==> config.mk <==
export PLATFORM = sky130hd
export DESIGN_NAME = eac_ctrl
export DESIGN_NICKNAME = d
export VERILOG_FILES = /design/src/inc/eac_pkg.sv /design/src/rtl/eac_ctrl.sv
export VERILOG_INCLUDE_DIRS = /design/src /design/src/inc
export SDC_FILE = /design/constraint.sdc
export NUM_CORES = 1
export LEC_CHECK = 0
export BUFFER_PORTS_ARGS = -buffer_cell sky130_fd_sc_hd__buf_2
export CAP_MARGIN = 20
export CORE_ASPECT_RATIO = 0.8
export CORE_UTILIZATION = 42
export DETAILED_ROUTE_END_ITERATION = 8
export SETUP_SLACK_MARGIN = 0.5
export SYNTH_ARGS = -nofsm -noshare
export SYNTH_HDL_FRONTEND = slang
export SYNTH_SLANG_ARGS = --single-unit
export TNS_END_PERCENT = 1
==> constraint.sdc <==
create_clock -name clk -period 2.3 [get_ports clk]
set_clock_uncertainty 0.05 [all_clocks]
set_input_delay 0.46 -clock clk [delete_from_list [all_inputs] [get_ports clk]]
set_output_delay 0.46 -clock clk [all_outputs]
set_load 0.02 [all_outputs]
==> src/inc/eac_cfg.svh <==
/*
  Constants of the EEPROM access controller: I/O offsets, control field
  positions, reset values and programming times.
  Assumes inclusion by bare name; definitions only.
*/
`ifndef EAC_CFG_SVH
`define EAC_CFG_SVH

`define EAC_OFF_CTRL 6'h1F
`define EAC_OFF_DATA 6'h20
`define EAC_OFF_ADRL 6'h21
`define EAC_OFF_ADRH 6'h22

`define EAC_BIT_RE 0
`define EAC_BIT_PE 1
`define EAC_BIT_MPE 2
`define EAC_BIT_RIE 3
`define EAC_BIT_PM_LO 4
`define EAC_BIT_PM_HI 5

`define EAC_PM_RESET 2'b00
`define EAC_MPE_WINDOW 4
`define EAC_PE_STALL 2
`define EAC_RD_STALL 4

`define EAC_CLK_HZ 25000000
`define EAC_T_ATOMIC_US 3400
`define EAC_T_SPLIT_US 1800

`endif

==> src/inc/eac_pkg.sv <==
/*
  Types of the EEPROM access controller.
  Assumes eac_cfg.svh is on the include path.
*/
package eac_pkg;

  typedef enum logic [1:0] {
    EAC_PM_ATOMIC = 2'b00,
    EAC_PM_ERASE = 2'b01,
    EAC_PM_WRITE = 2'b10,
    EAC_PM_RSVD = 2'b11
  } eac_mode_t;

  typedef enum logic [2:0] {
    EAC_ST_IDLE = 3'b001,
    EAC_ST_PROG = 3'b010,
    EAC_ST_DONE = 3'b100
  } eac_state_t;

  // One I/O access from the core
  typedef struct packed {
    logic wr;
    logic rd;
    logic [5:0] addr;
    logic [7:0] wdata;
  } eac_io_t;

  // One command to the array
  typedef struct packed {
    logic erase;
    logic write;
    logic [8:0] addr;
    logic [7:0] data;
  } eac_nv_cmd_t;

endpackage

==> src/rtl/eac_ctrl.sv <==
/*
  EEPROM access controller: control, address and data registers on the
  core I/O port, programming timer, read path, stall and ready request.
  Assumes a combinational-read array port and a core that honours stall.
*/
`timescale 1ns/1ns
`default_nettype none
`include "eac_cfg.svh"

module eac_ctrl
  import eac_pkg::*;
#(
  parameter int CLK_HZ = `EAC_CLK_HZ,
  parameter int T_ATOMIC_US = `EAC_T_ATOMIC_US,
  parameter int T_SPLIT_US = `EAC_T_SPLIT_US
)
(
  input wire logic clk, // Core clock
  input wire logic rst_n, // Async reset, active low
  input wire eac_io_t io_req, // Core I/O access
  output logic [7:0] io_rdata, // Registered read data
  input wire logic global_irq_en, // Global flag of cpu_status_reg
  input wire logic [7:0] nv_rdata, // Array byte at the address register
  output eac_nv_cmd_t nv_cmd, // Array command, held while busy
  output logic nv_busy, // Array programming in progress
  output logic cpu_stall, // Holds the core
  output logic ready_irq // Level ready request
);

  localparam int CYC_ATOMIC =
    (CLK_HZ / 1000) * T_ATOMIC_US / 1000;
  localparam int CYC_SPLIT =
    (CLK_HZ / 1000) * T_SPLIT_US / 1000;
  localparam int TW = $clog2(CYC_ATOMIC + 1);

  initial
  begin
    if (CYC_ATOMIC < 1 || CYC_SPLIT < 1)
      $error("eac_ctrl: programming times shorter than one cycle");
  end

  eac_state_t state_reg;
  logic [1:0] mode_reg;
  logic rie_reg;
  logic mpe_reg;
  logic [2:0] mpe_cnt_reg;
  logic [8:0] adr_reg;
  logic [7:0] data_reg;
  logic [TW-1:0] timer_reg;
  logic [2:0] stall_cnt_reg;
  logic re_reg;

  logic wr_ctrl;
  logic pe_req;
  logic pe_start;
  logic rd_start;
  logic busy;
  logic [7:0] ctrl_view;
  eac_mode_t mode_now;

  assign busy = (state_reg != EAC_ST_IDLE);
  assign mode_now = eac_mode_t'(mode_reg);
  assign wr_ctrl = io_req.wr && io_req.addr == `EAC_OFF_CTRL;
  assign pe_req = wr_ctrl && io_req.wdata[`EAC_BIT_PE];
  // Reserved mode starts no programming
  assign pe_start = pe_req && mpe_reg && !busy
    && mode_now != EAC_PM_RSVD;
  assign rd_start = wr_ctrl && io_req.wdata[`EAC_BIT_RE]
    && !busy && !pe_req;

  // Mode bits: clocked reset; the async reset of the sequencer drops busy at once,
  // so they are cleared at the first clock edge inside reset
  always_ff @(posedge clk)
  begin
    if (!rst_n && !busy)
      mode_reg <= `EAC_PM_RESET;
    else if (wr_ctrl && !busy)
      mode_reg <= io_req.wdata[`EAC_BIT_PM_HI:`EAC_BIT_PM_LO];
  end

  // Ready enable
  always_ff @(posedge clk or negedge rst_n)
  begin
    if (!rst_n)
      rie_reg <= 1'b0;
    else if (wr_ctrl)
      rie_reg <= io_req.wdata[`EAC_BIT_RIE];
  end

  // Master enable with four-cycle window
  always_ff @(posedge clk or negedge rst_n)
  begin
    if (!rst_n)
    begin
      mpe_reg <= 1'b0;
      mpe_cnt_reg <= 3'd0;
    end
    else if (wr_ctrl && io_req.wdata[`EAC_BIT_MPE])
    begin
      mpe_reg <= 1'b1;
      mpe_cnt_reg <= 3'(`EAC_MPE_WINDOW);
    end
    else if (mpe_cnt_reg != 3'd0)
    begin
      mpe_cnt_reg <= mpe_cnt_reg - 3'd1;
      if (mpe_cnt_reg == 3'd1)
        mpe_reg <= 1'b0;
    end
  end

  // Address, frozen while programming
  always_ff @(posedge clk or negedge rst_n)
  begin
    if (!rst_n)
      adr_reg <= 9'h000;
    else if (io_req.wr && !busy)
    begin
      if (io_req.addr == `EAC_OFF_ADRL)
        adr_reg[7:0] <= io_req.wdata;
      else if (io_req.addr == `EAC_OFF_ADRH)
        adr_reg[8] <= io_req.wdata[0];
    end
  end

  // Data: software byte or fetched byte
  always_ff @(posedge clk or negedge rst_n)
  begin
    if (!rst_n)
      data_reg <= 8'h00;
    else if (rd_start)
      data_reg <= nv_rdata;
    else if (io_req.wr && io_req.addr == `EAC_OFF_DATA && !busy)
      data_reg <= io_req.wdata;
  end

  // Read strobe seen for one cycle only
  always_ff @(posedge clk or negedge rst_n)
  begin
    if (!rst_n)
      re_reg <= 1'b0;
    else
      re_reg <= rd_start;
  end

  // Programming sequencer; timer loaded by mode
  always_ff @(posedge clk or negedge rst_n)
  begin
    if (!rst_n)
    begin
      state_reg <= EAC_ST_IDLE;
      timer_reg <= '0;
    end
    else
    begin
      unique case (state_reg)
        EAC_ST_IDLE:
          if (pe_start)
          begin
            state_reg <= EAC_ST_PROG;
            timer_reg <= (mode_now == EAC_PM_ATOMIC) ?
              TW'(CYC_ATOMIC - 1) : TW'(CYC_SPLIT - 1);
          end
        EAC_ST_PROG:
          if (timer_reg == '0)
            state_reg <= EAC_ST_DONE;
          else
            timer_reg <= timer_reg - TW'(1);
        EAC_ST_DONE:
          state_reg <= EAC_ST_IDLE;
        default:
          state_reg <= EAC_ST_IDLE;
      endcase
    end
  end

  // Core stall counter
  always_ff @(posedge clk or negedge rst_n)
  begin
    if (!rst_n)
      stall_cnt_reg <= 3'd0;
    else if (pe_start)
      stall_cnt_reg <= 3'(`EAC_PE_STALL);
    else if (rd_start)
      stall_cnt_reg <= 3'(`EAC_RD_STALL);
    else if (stall_cnt_reg != 3'd0)
      stall_cnt_reg <= stall_cnt_reg - 3'd1;
  end

  assign ctrl_view = {2'b00, mode_reg, rie_reg, mpe_reg, busy,
    re_reg};

  // Registered outputs
  always_ff @(posedge clk or negedge rst_n)
  begin
    if (!rst_n)
    begin
      io_rdata <= 8'h00;
      nv_cmd <= '0;
      nv_busy <= 1'b0;
      cpu_stall <= 1'b0;
      ready_irq <= 1'b0;
    end
    else
    begin
      unique case (io_req.addr)
        `EAC_OFF_CTRL: io_rdata <= ctrl_view;
        `EAC_OFF_DATA: io_rdata <= data_reg;
        `EAC_OFF_ADRL: io_rdata <= adr_reg[7:0];
        `EAC_OFF_ADRH: io_rdata <= {7'h00, adr_reg[8]};
        default: io_rdata <= 8'h00;
      endcase
      if (pe_start)
      begin
        nv_cmd.erase <= (mode_now != EAC_PM_WRITE);
        nv_cmd.write <= (mode_now != EAC_PM_ERASE);
        nv_cmd.addr <= adr_reg;
        nv_cmd.data <= data_reg;
      end
      else if (state_reg == EAC_ST_DONE)
        nv_cmd <= '0;
      nv_busy <= pe_start || (busy && state_reg != EAC_ST_DONE);
      cpu_stall <= pe_start || rd_start || stall_cnt_reg > 3'd1;
      ready_irq <= rie_reg && global_irq_en && !busy
        && !pe_start;
    end
  end
endmodule
`default_nettype wire

==> results of run 1 <==
[cells in the final DEF (no fill, tap or decap), drive strengths merged, types with 9 or more instances in the layout]
master and instances:
nand2 21, inv 16, clkbuf 11, a22o 21
dfrtp 75, nor3 14, a21oi 19, mux2 9
o21ai 24, buf 87, nor2 20
[metrics by stage]
| step | instances | hold slack [ns] | worst slack (ns) | total power [mW] |
|---|---|---|---|---|
| 2_1_floorplan | 331 | 0.114 | 0.235 | 1.99 |
| 3_5_place_dp | 501 | 0.223 | 0.126 | 2.18 |
| 4_1_cts | 524 | 0.243 | 0.262 | 3.27 |
| 3_3_place_gp | 501 | 0.220 | 0.135 | 2.14 |
| 5_1_grt | 527 | 0.263 | 0.172 | 3.42 |
| 6_report | 527 | 0.261 | 0.232 | 3.24 |
[worst min-delay path, stage by stage]
cell and delay, ns:
buf_2 0.07, nand2_1 0.03, o21ai_0 0.06
[layer usage]
metal | track usage, % | vias to the layer above | share of wire, %
met5 | 0 | - | 0
met4 | 6.06 | 0 | 1.1
met3 | 4.69 | 10 | 5.3
met2 | 29.5 | 76 | 43
met1 | 32.8 | 1418 | 51
li1 | - | 1375 | -
[layout make-up]
cell class | instances | area, um2 | share of cell area (%)
clock buffer | 11 | 151 | 3.38
clock inverter | 5 | 57.6 | 1.28
inverter | 16 | 60.1 | 1.34
multi-input combinational | 221 | 1580 | 35.2
sequential | 78 | 1940 | 43.3
tap | 108 | 135 | 3.01
timing repair buffer | 88 | 559 | 12.5
[power by group through the flow]
stage | clock (mW) | sequential, mW | combinational [mW]
floorplan | 0 | 1.64 | 0.346
finish | 1.08 | 1.62 | 0.542
CTS | 1.10 | 1.62 | 0.545
detailed placement | 0 | 1.65 | 0.529
global placement | 0 | 1.64 | 0.501
global route | 1.16 | 1.64 | 0.624
[logic make-up (layout without fill, tap and decap cells)]
| group | count (synthesis) | after routing | synth area share [%] |
|---|---|---|---|
| XOR/XNOR | 2 | 2 | 0.484 |
| AND/OR/NAND/NOR | 102 | 102 | 15.4 |
| adder cells (fa/ha/maj) | 8 | 8 | 2.76 |
| buffers and inverters | 32 | 120 | 4.35 |
| AO/OA/AOI/OAI | 93 | 93 | 18.6 |
| flip-flops | 78 | 78 | 53.7 |
| multiplexers | 16 | 16 | 4.73 |
[worst min-delay path by stage]
stage | start | endpoint | slack (ns) | cells after the start
floorplan | rst_n | adr_reg[0] | 0.11 | 0
global placement | rst_n | data_reg[6] | 0.22 | 1
detailed placement | rst_n | io_rdata[6] | 0.22 | 1
CTS | nv_rdata[3] | data_reg[3] | 0.24 | 3
global route | nv_rdata[3] | data_reg[3] | 0.26 | 3
finish | nv_rdata[5] | data_reg[5] | 0.26 | 3
[repair_timing]
item,in CTS,in global routing
hold endpoints to repair,3,0
gates resized for setup,12,6
pin swaps,3,1
hold buffers,1,0
setup endpoints to repair,45,48
setup buffers,6,3
==> results.cfg, run 1 <==
[cells_and_area]
final_util_pct = 55.2
drive_gt1_share_pct = 34.4
area_delta_synth_final_pct = 23.8
fill_cells = 736
fin_nets = 449
largest_reg_flops = 19
fin_area_mm2 = 0.00448
diodes = 0

[floorplan]
initial_core_util_pct = 44.6
core_mm2 = 0.00813
die-width_um = 106
die_h_um = 85.1
rows = 29
die_area_mm2 = 0.00900
ioPinCount = 57

[pwr]
peakVddDrop_mv = 0.484
p_seq_share_pct = 50.0
p_sw_mw = 0.915
power.share.clock_pct = 33.3
leakage_nw = 2.19
internal-power_mw = 2.32
p_sw_share_pct = 28.3
power_frac_comb_pct = 16.7
powerDensity_mw_per_mm2 = 722

[global_route]
grt-ovfl-total = 0
antenna_found_initial = 0
grt_pass1_vias = 2791
grt_max_degree = 41
grt_pass1_wl_mm = 14.6
grt_usage_pct = 21.2

[yosys]
yosys_warnings = 0
yosysSeqAreaShare_pct = 53.7
ys.flop_type = dfrtp_1
synth.most_common_cell = dfrtp_1
synth_cell_types = 59
netlist_instances = 331
synth_top_area_share_pct = 51.8
syn-cell-area_mm2 = 0.00362
synthTopCellsByArea = dfrtp_1, a22o_1, mux2_2, ha_1, a21oi_1
async_flop_share_pct = 97.4
ys_ff_latch = 78
synth.avg_cell_area_um2 = 10.9
netlist.top_cell.by_area = dfrtp_1
synth_edf_count = 0
synth_common_cells = dfrtp_1, a22o_1, nand2_1, nor2_1
synth_fp_nets = 366

[setup_path]
cpMaxStageDelayCell = or3_4
path_cells = or3_4 > or3_4 > and4bb_2 > or2_4 > buf_8 > o22a_1
path_buf_inv = 1
path_max_fanout = 8
crit_required_ns = 2.54
critPathMaxStageDelay_ns = 0.41
path_depth = 6
worstReg2RegEnd = timer_reg[14]
crit_family = simple AND/OR/NAND/NOR gates
cp.arrival_ns = 2.31
startpoint = timer_reg[3]
worst-r2r-setup-slack_ns = 0.23
criticalPathCategory = register to register
cpMostUsedCell = or3_4
ff2ff_path_depth = 6
worstSetupStartpointType = register
critPathCapture = timer_reg[14]
end_kind = register
r2r-start = timer_reg[3]

[detailed_routing]
routed_wl_mm = 8.81
avgRoutedWirePerCell_um = 16.7
drtIter0Drc = 146
vias = 2879
via_per_inst = 5.46
first_pass_iters = 5
route.detailed.drc = 0
ant_nets = 0

[sta]
tightest_slew_ns = 0.593
rsz0062_at_grt = yes
hold_viol = 0
max_slew_margin_pct = 60.3
final-setup-viol-count = 0
fin_crit_sh_pct = 89.9
period_minus_slack_ns = 2.07
setup_tns_ns = 0
max_freq_ghz = 0.484
maxSlewViolCount = 0

[clocking]
cts_num_sinks = 78
root_buffer = clkbuf_8
h-tree-depth = 3
clk_latency_ns = 0.35
cts_buffer_depth = 2
numCtsBuffers = 9
cts_tree = done
cts.reportedPaths.clkPinSlew_ns = 0.08

[placed_design]
port-buffer-count = 55
placed_cell_area_mm2 = 0.00414
place.gp.congestion = 0.807
place_hpwl_mm = 6.08

[status]
status = completed

[flow_run]
maxCapViolCount = 0

[min_path]
hp-class = input port to register
Note: power is estimated with default switching activity, not from simulation.
==> run 2, diff against run 1 <==
==> constraint.sdc (replaced) <==
create_clock -name clk -period 1.8 [get_ports clk]
set_clock_uncertainty 0.05 [all_clocks]
set_input_delay 0.36 -clock clk [delete_from_list [all_inputs] [get_ports clk]]
set_output_delay 0.36 -clock clk [all_outputs]
set_load 0.02 [all_outputs]
==> run 2 against run 1 <==
  * The flow now finishes with violations (setup timing)
  * Utilization increased by 7.7 points
  * Design area grew 14%
  * First-iteration DRC count grew 6.2%
  * Count of clock-buffer cells in the layout fell by 2
  * Sequential power rose by 28%
  * Clock power rose by 31%
  * Critical endpoint is now timer_reg[5]
  * Fmax fell by 0.25%
  * Total power up 34%
  * Die area did not move
==> results.cfg, run 2 (synthesized netlist as in run 1, its figures left out) <==
[status]
status = finished with violations
violations = setup timing

[placed_design]
port-buffer-count = 55
place.gp.congestion = 0.838
dpl_worst_slack_ns = -0.339
placed_cell_area_mm2 = 0.00448
place_hpwl_mm = 6.59

[setup_path]
end_kind = register
path_max_fanout = 4
worstSetupStartpointType = register
ff2ff_path_depth = 6
crit_required_ns = 1.98
criticalPathCategory = register to register
cp.arrival_ns = 2.25

[detailed_routing]
route.detailed.drc = 0
vias = 2987
ant_nets = 0
routed_wl_mm = 9.30
drtIter0Drc = 155
avgRoutedWirePerCell_um = 16.4
via_per_inst = 5.28
first_pass_iters = 4

[floorplan]
die-width_um = 106
ioPinCount = 57
die_area_mm2 = 0.00900
core_mm2 = 0.00813
initial_core_util_pct = 44.6
die_h_um = 85.1
rows = 29

[cells_and_area]
fin_area_mm2 = 0.00511
fin_nets = 489
largest_reg_flops = 19
final_common_cell = dfrtp_1
area_delta_synth_final_pct = 41.0
layout_common_cells = dfrtp_1, buf_4, buf_6
drive_gt1_share_pct = 43.2
diodes = 0

[clocking]
cts_num_sinks = 78
root_buffer = clkbuf_8
cts_tree = done
numCtsBuffers = 9
cts_buffer_depth = 2
cts.reportedPaths.clkPinSlew_ns = 0.09
clk_latency_ns = 0.35
h-tree-depth = 3

[global_route]
grt-ovfl-total = 0
top_usage_layer = met1
grt_util_met2_pct = 32.6
grt_usage_pct = 21.8
globalRouteMet3Util_pct = 5.22
globalRouteMet1Util_pct = 32.6
antenna_found_initial = 0
grt_max_degree = 41
grt_pass1_wl_mm = 15.3
grt_pass1_vias = 2986

[sta]
final-setup-viol-count = 26
max_freq_ghz = 0.482
rsz0062_at_grt = yes
fin_crit_sh_pct = 115
period_minus_slack_ns = 2.07
hold_viol = 0
maxSlewViolCount = 0
setup_ws_ns = -0.273
setup_tns_ns = -4.38
max_slew_margin_pct = 72.2
fin_hold_ws_ns = 0.172
tightest_slew_ns = 0.417

[pwr]
powerDensity_mw_per_mm2 = 847
peakVddDrop_mv = 0.711
leakage_nw = 2.48

[flow_run]
maxCapViolCount = 0

[min_path]
worstHoldPathCells = 3
hp-class = input port to register
## run 2: cell count changes in the layout (fill, tap and decap cells not counted), sizes merged
cell / previous run / this run
clkinvlp: 3 / 1
inv: 16 / 17
clkinv: 1 / 2
buf: 87 / 127
clkbuf: 11 / 9
bufinv: 1 / 2
## run 2: layout make-up
class	count	area, um2
clock buffer	9	124
clock inverter	6	86.3
fill	698	3020
inverter	16	60.1
multi-input combinational	221	1670
sequential	78	1940
tap	108	135
timing repair buffer	128	1090
## run 2: critical path, cell delays in order (launching register included)
cell and delay [ns]:
dfstp_2 0.37, or3b_4 0.39, or3_4 0.38, and4bb_2 0.38, buf_6 0.14, o21ai_2 0.06
a22o_1 0.19
## run 2: repair_timing
item	CTS	global route
endpoints found under the hold margin	8	0
setup endpoints to repair	93	113
resized for setup	77	37
pin swaps	29	16
hold buffers	1	0
setup buffers	3	1
## run 2: worst paths after layout
| check | slack, ns | start | endpoint |
|---|---|---|---|
| setup / recovery | -0.27 | state_reg[0] | timer_reg[5] |
| hold / removal | 0.17 | nv_rdata[5] | data_reg[5] |
| setup reg to reg | -0.27 | state_reg[0] | timer_reg[5] |
| hold reg to reg | 0.44 | re_reg | io_rdata[0] |
| max in group asynchronous | 0.73 | rst_n | state_reg[0] |
| min in group asynchronous | 0.33 | rst_n | adr_reg[7] |
## run 2: routing by layer
layer,routed length (um),part of all wire [%]
met1,4740,51
met2,4140,45
met3,367,3.9
met4,48,0.52
met5,0,0
## run 2: where the power goes
part	internal, mW	switching, mW	total (mW)
registers	1.94	0.135	2.07
clock network	0.773	0.648	1.42
logic	0.420	0.413	0.833
## run 2: metrics by stage
stage               cells  total power [mW]  util (%)
CTS                   565              4.30      61.4
floorplan             331              2.54         -
detailed placement    546              2.83      55.1
finish                566              4.33      62.8
global placement      546              2.79      55.1
global route          566              4.53      62.8
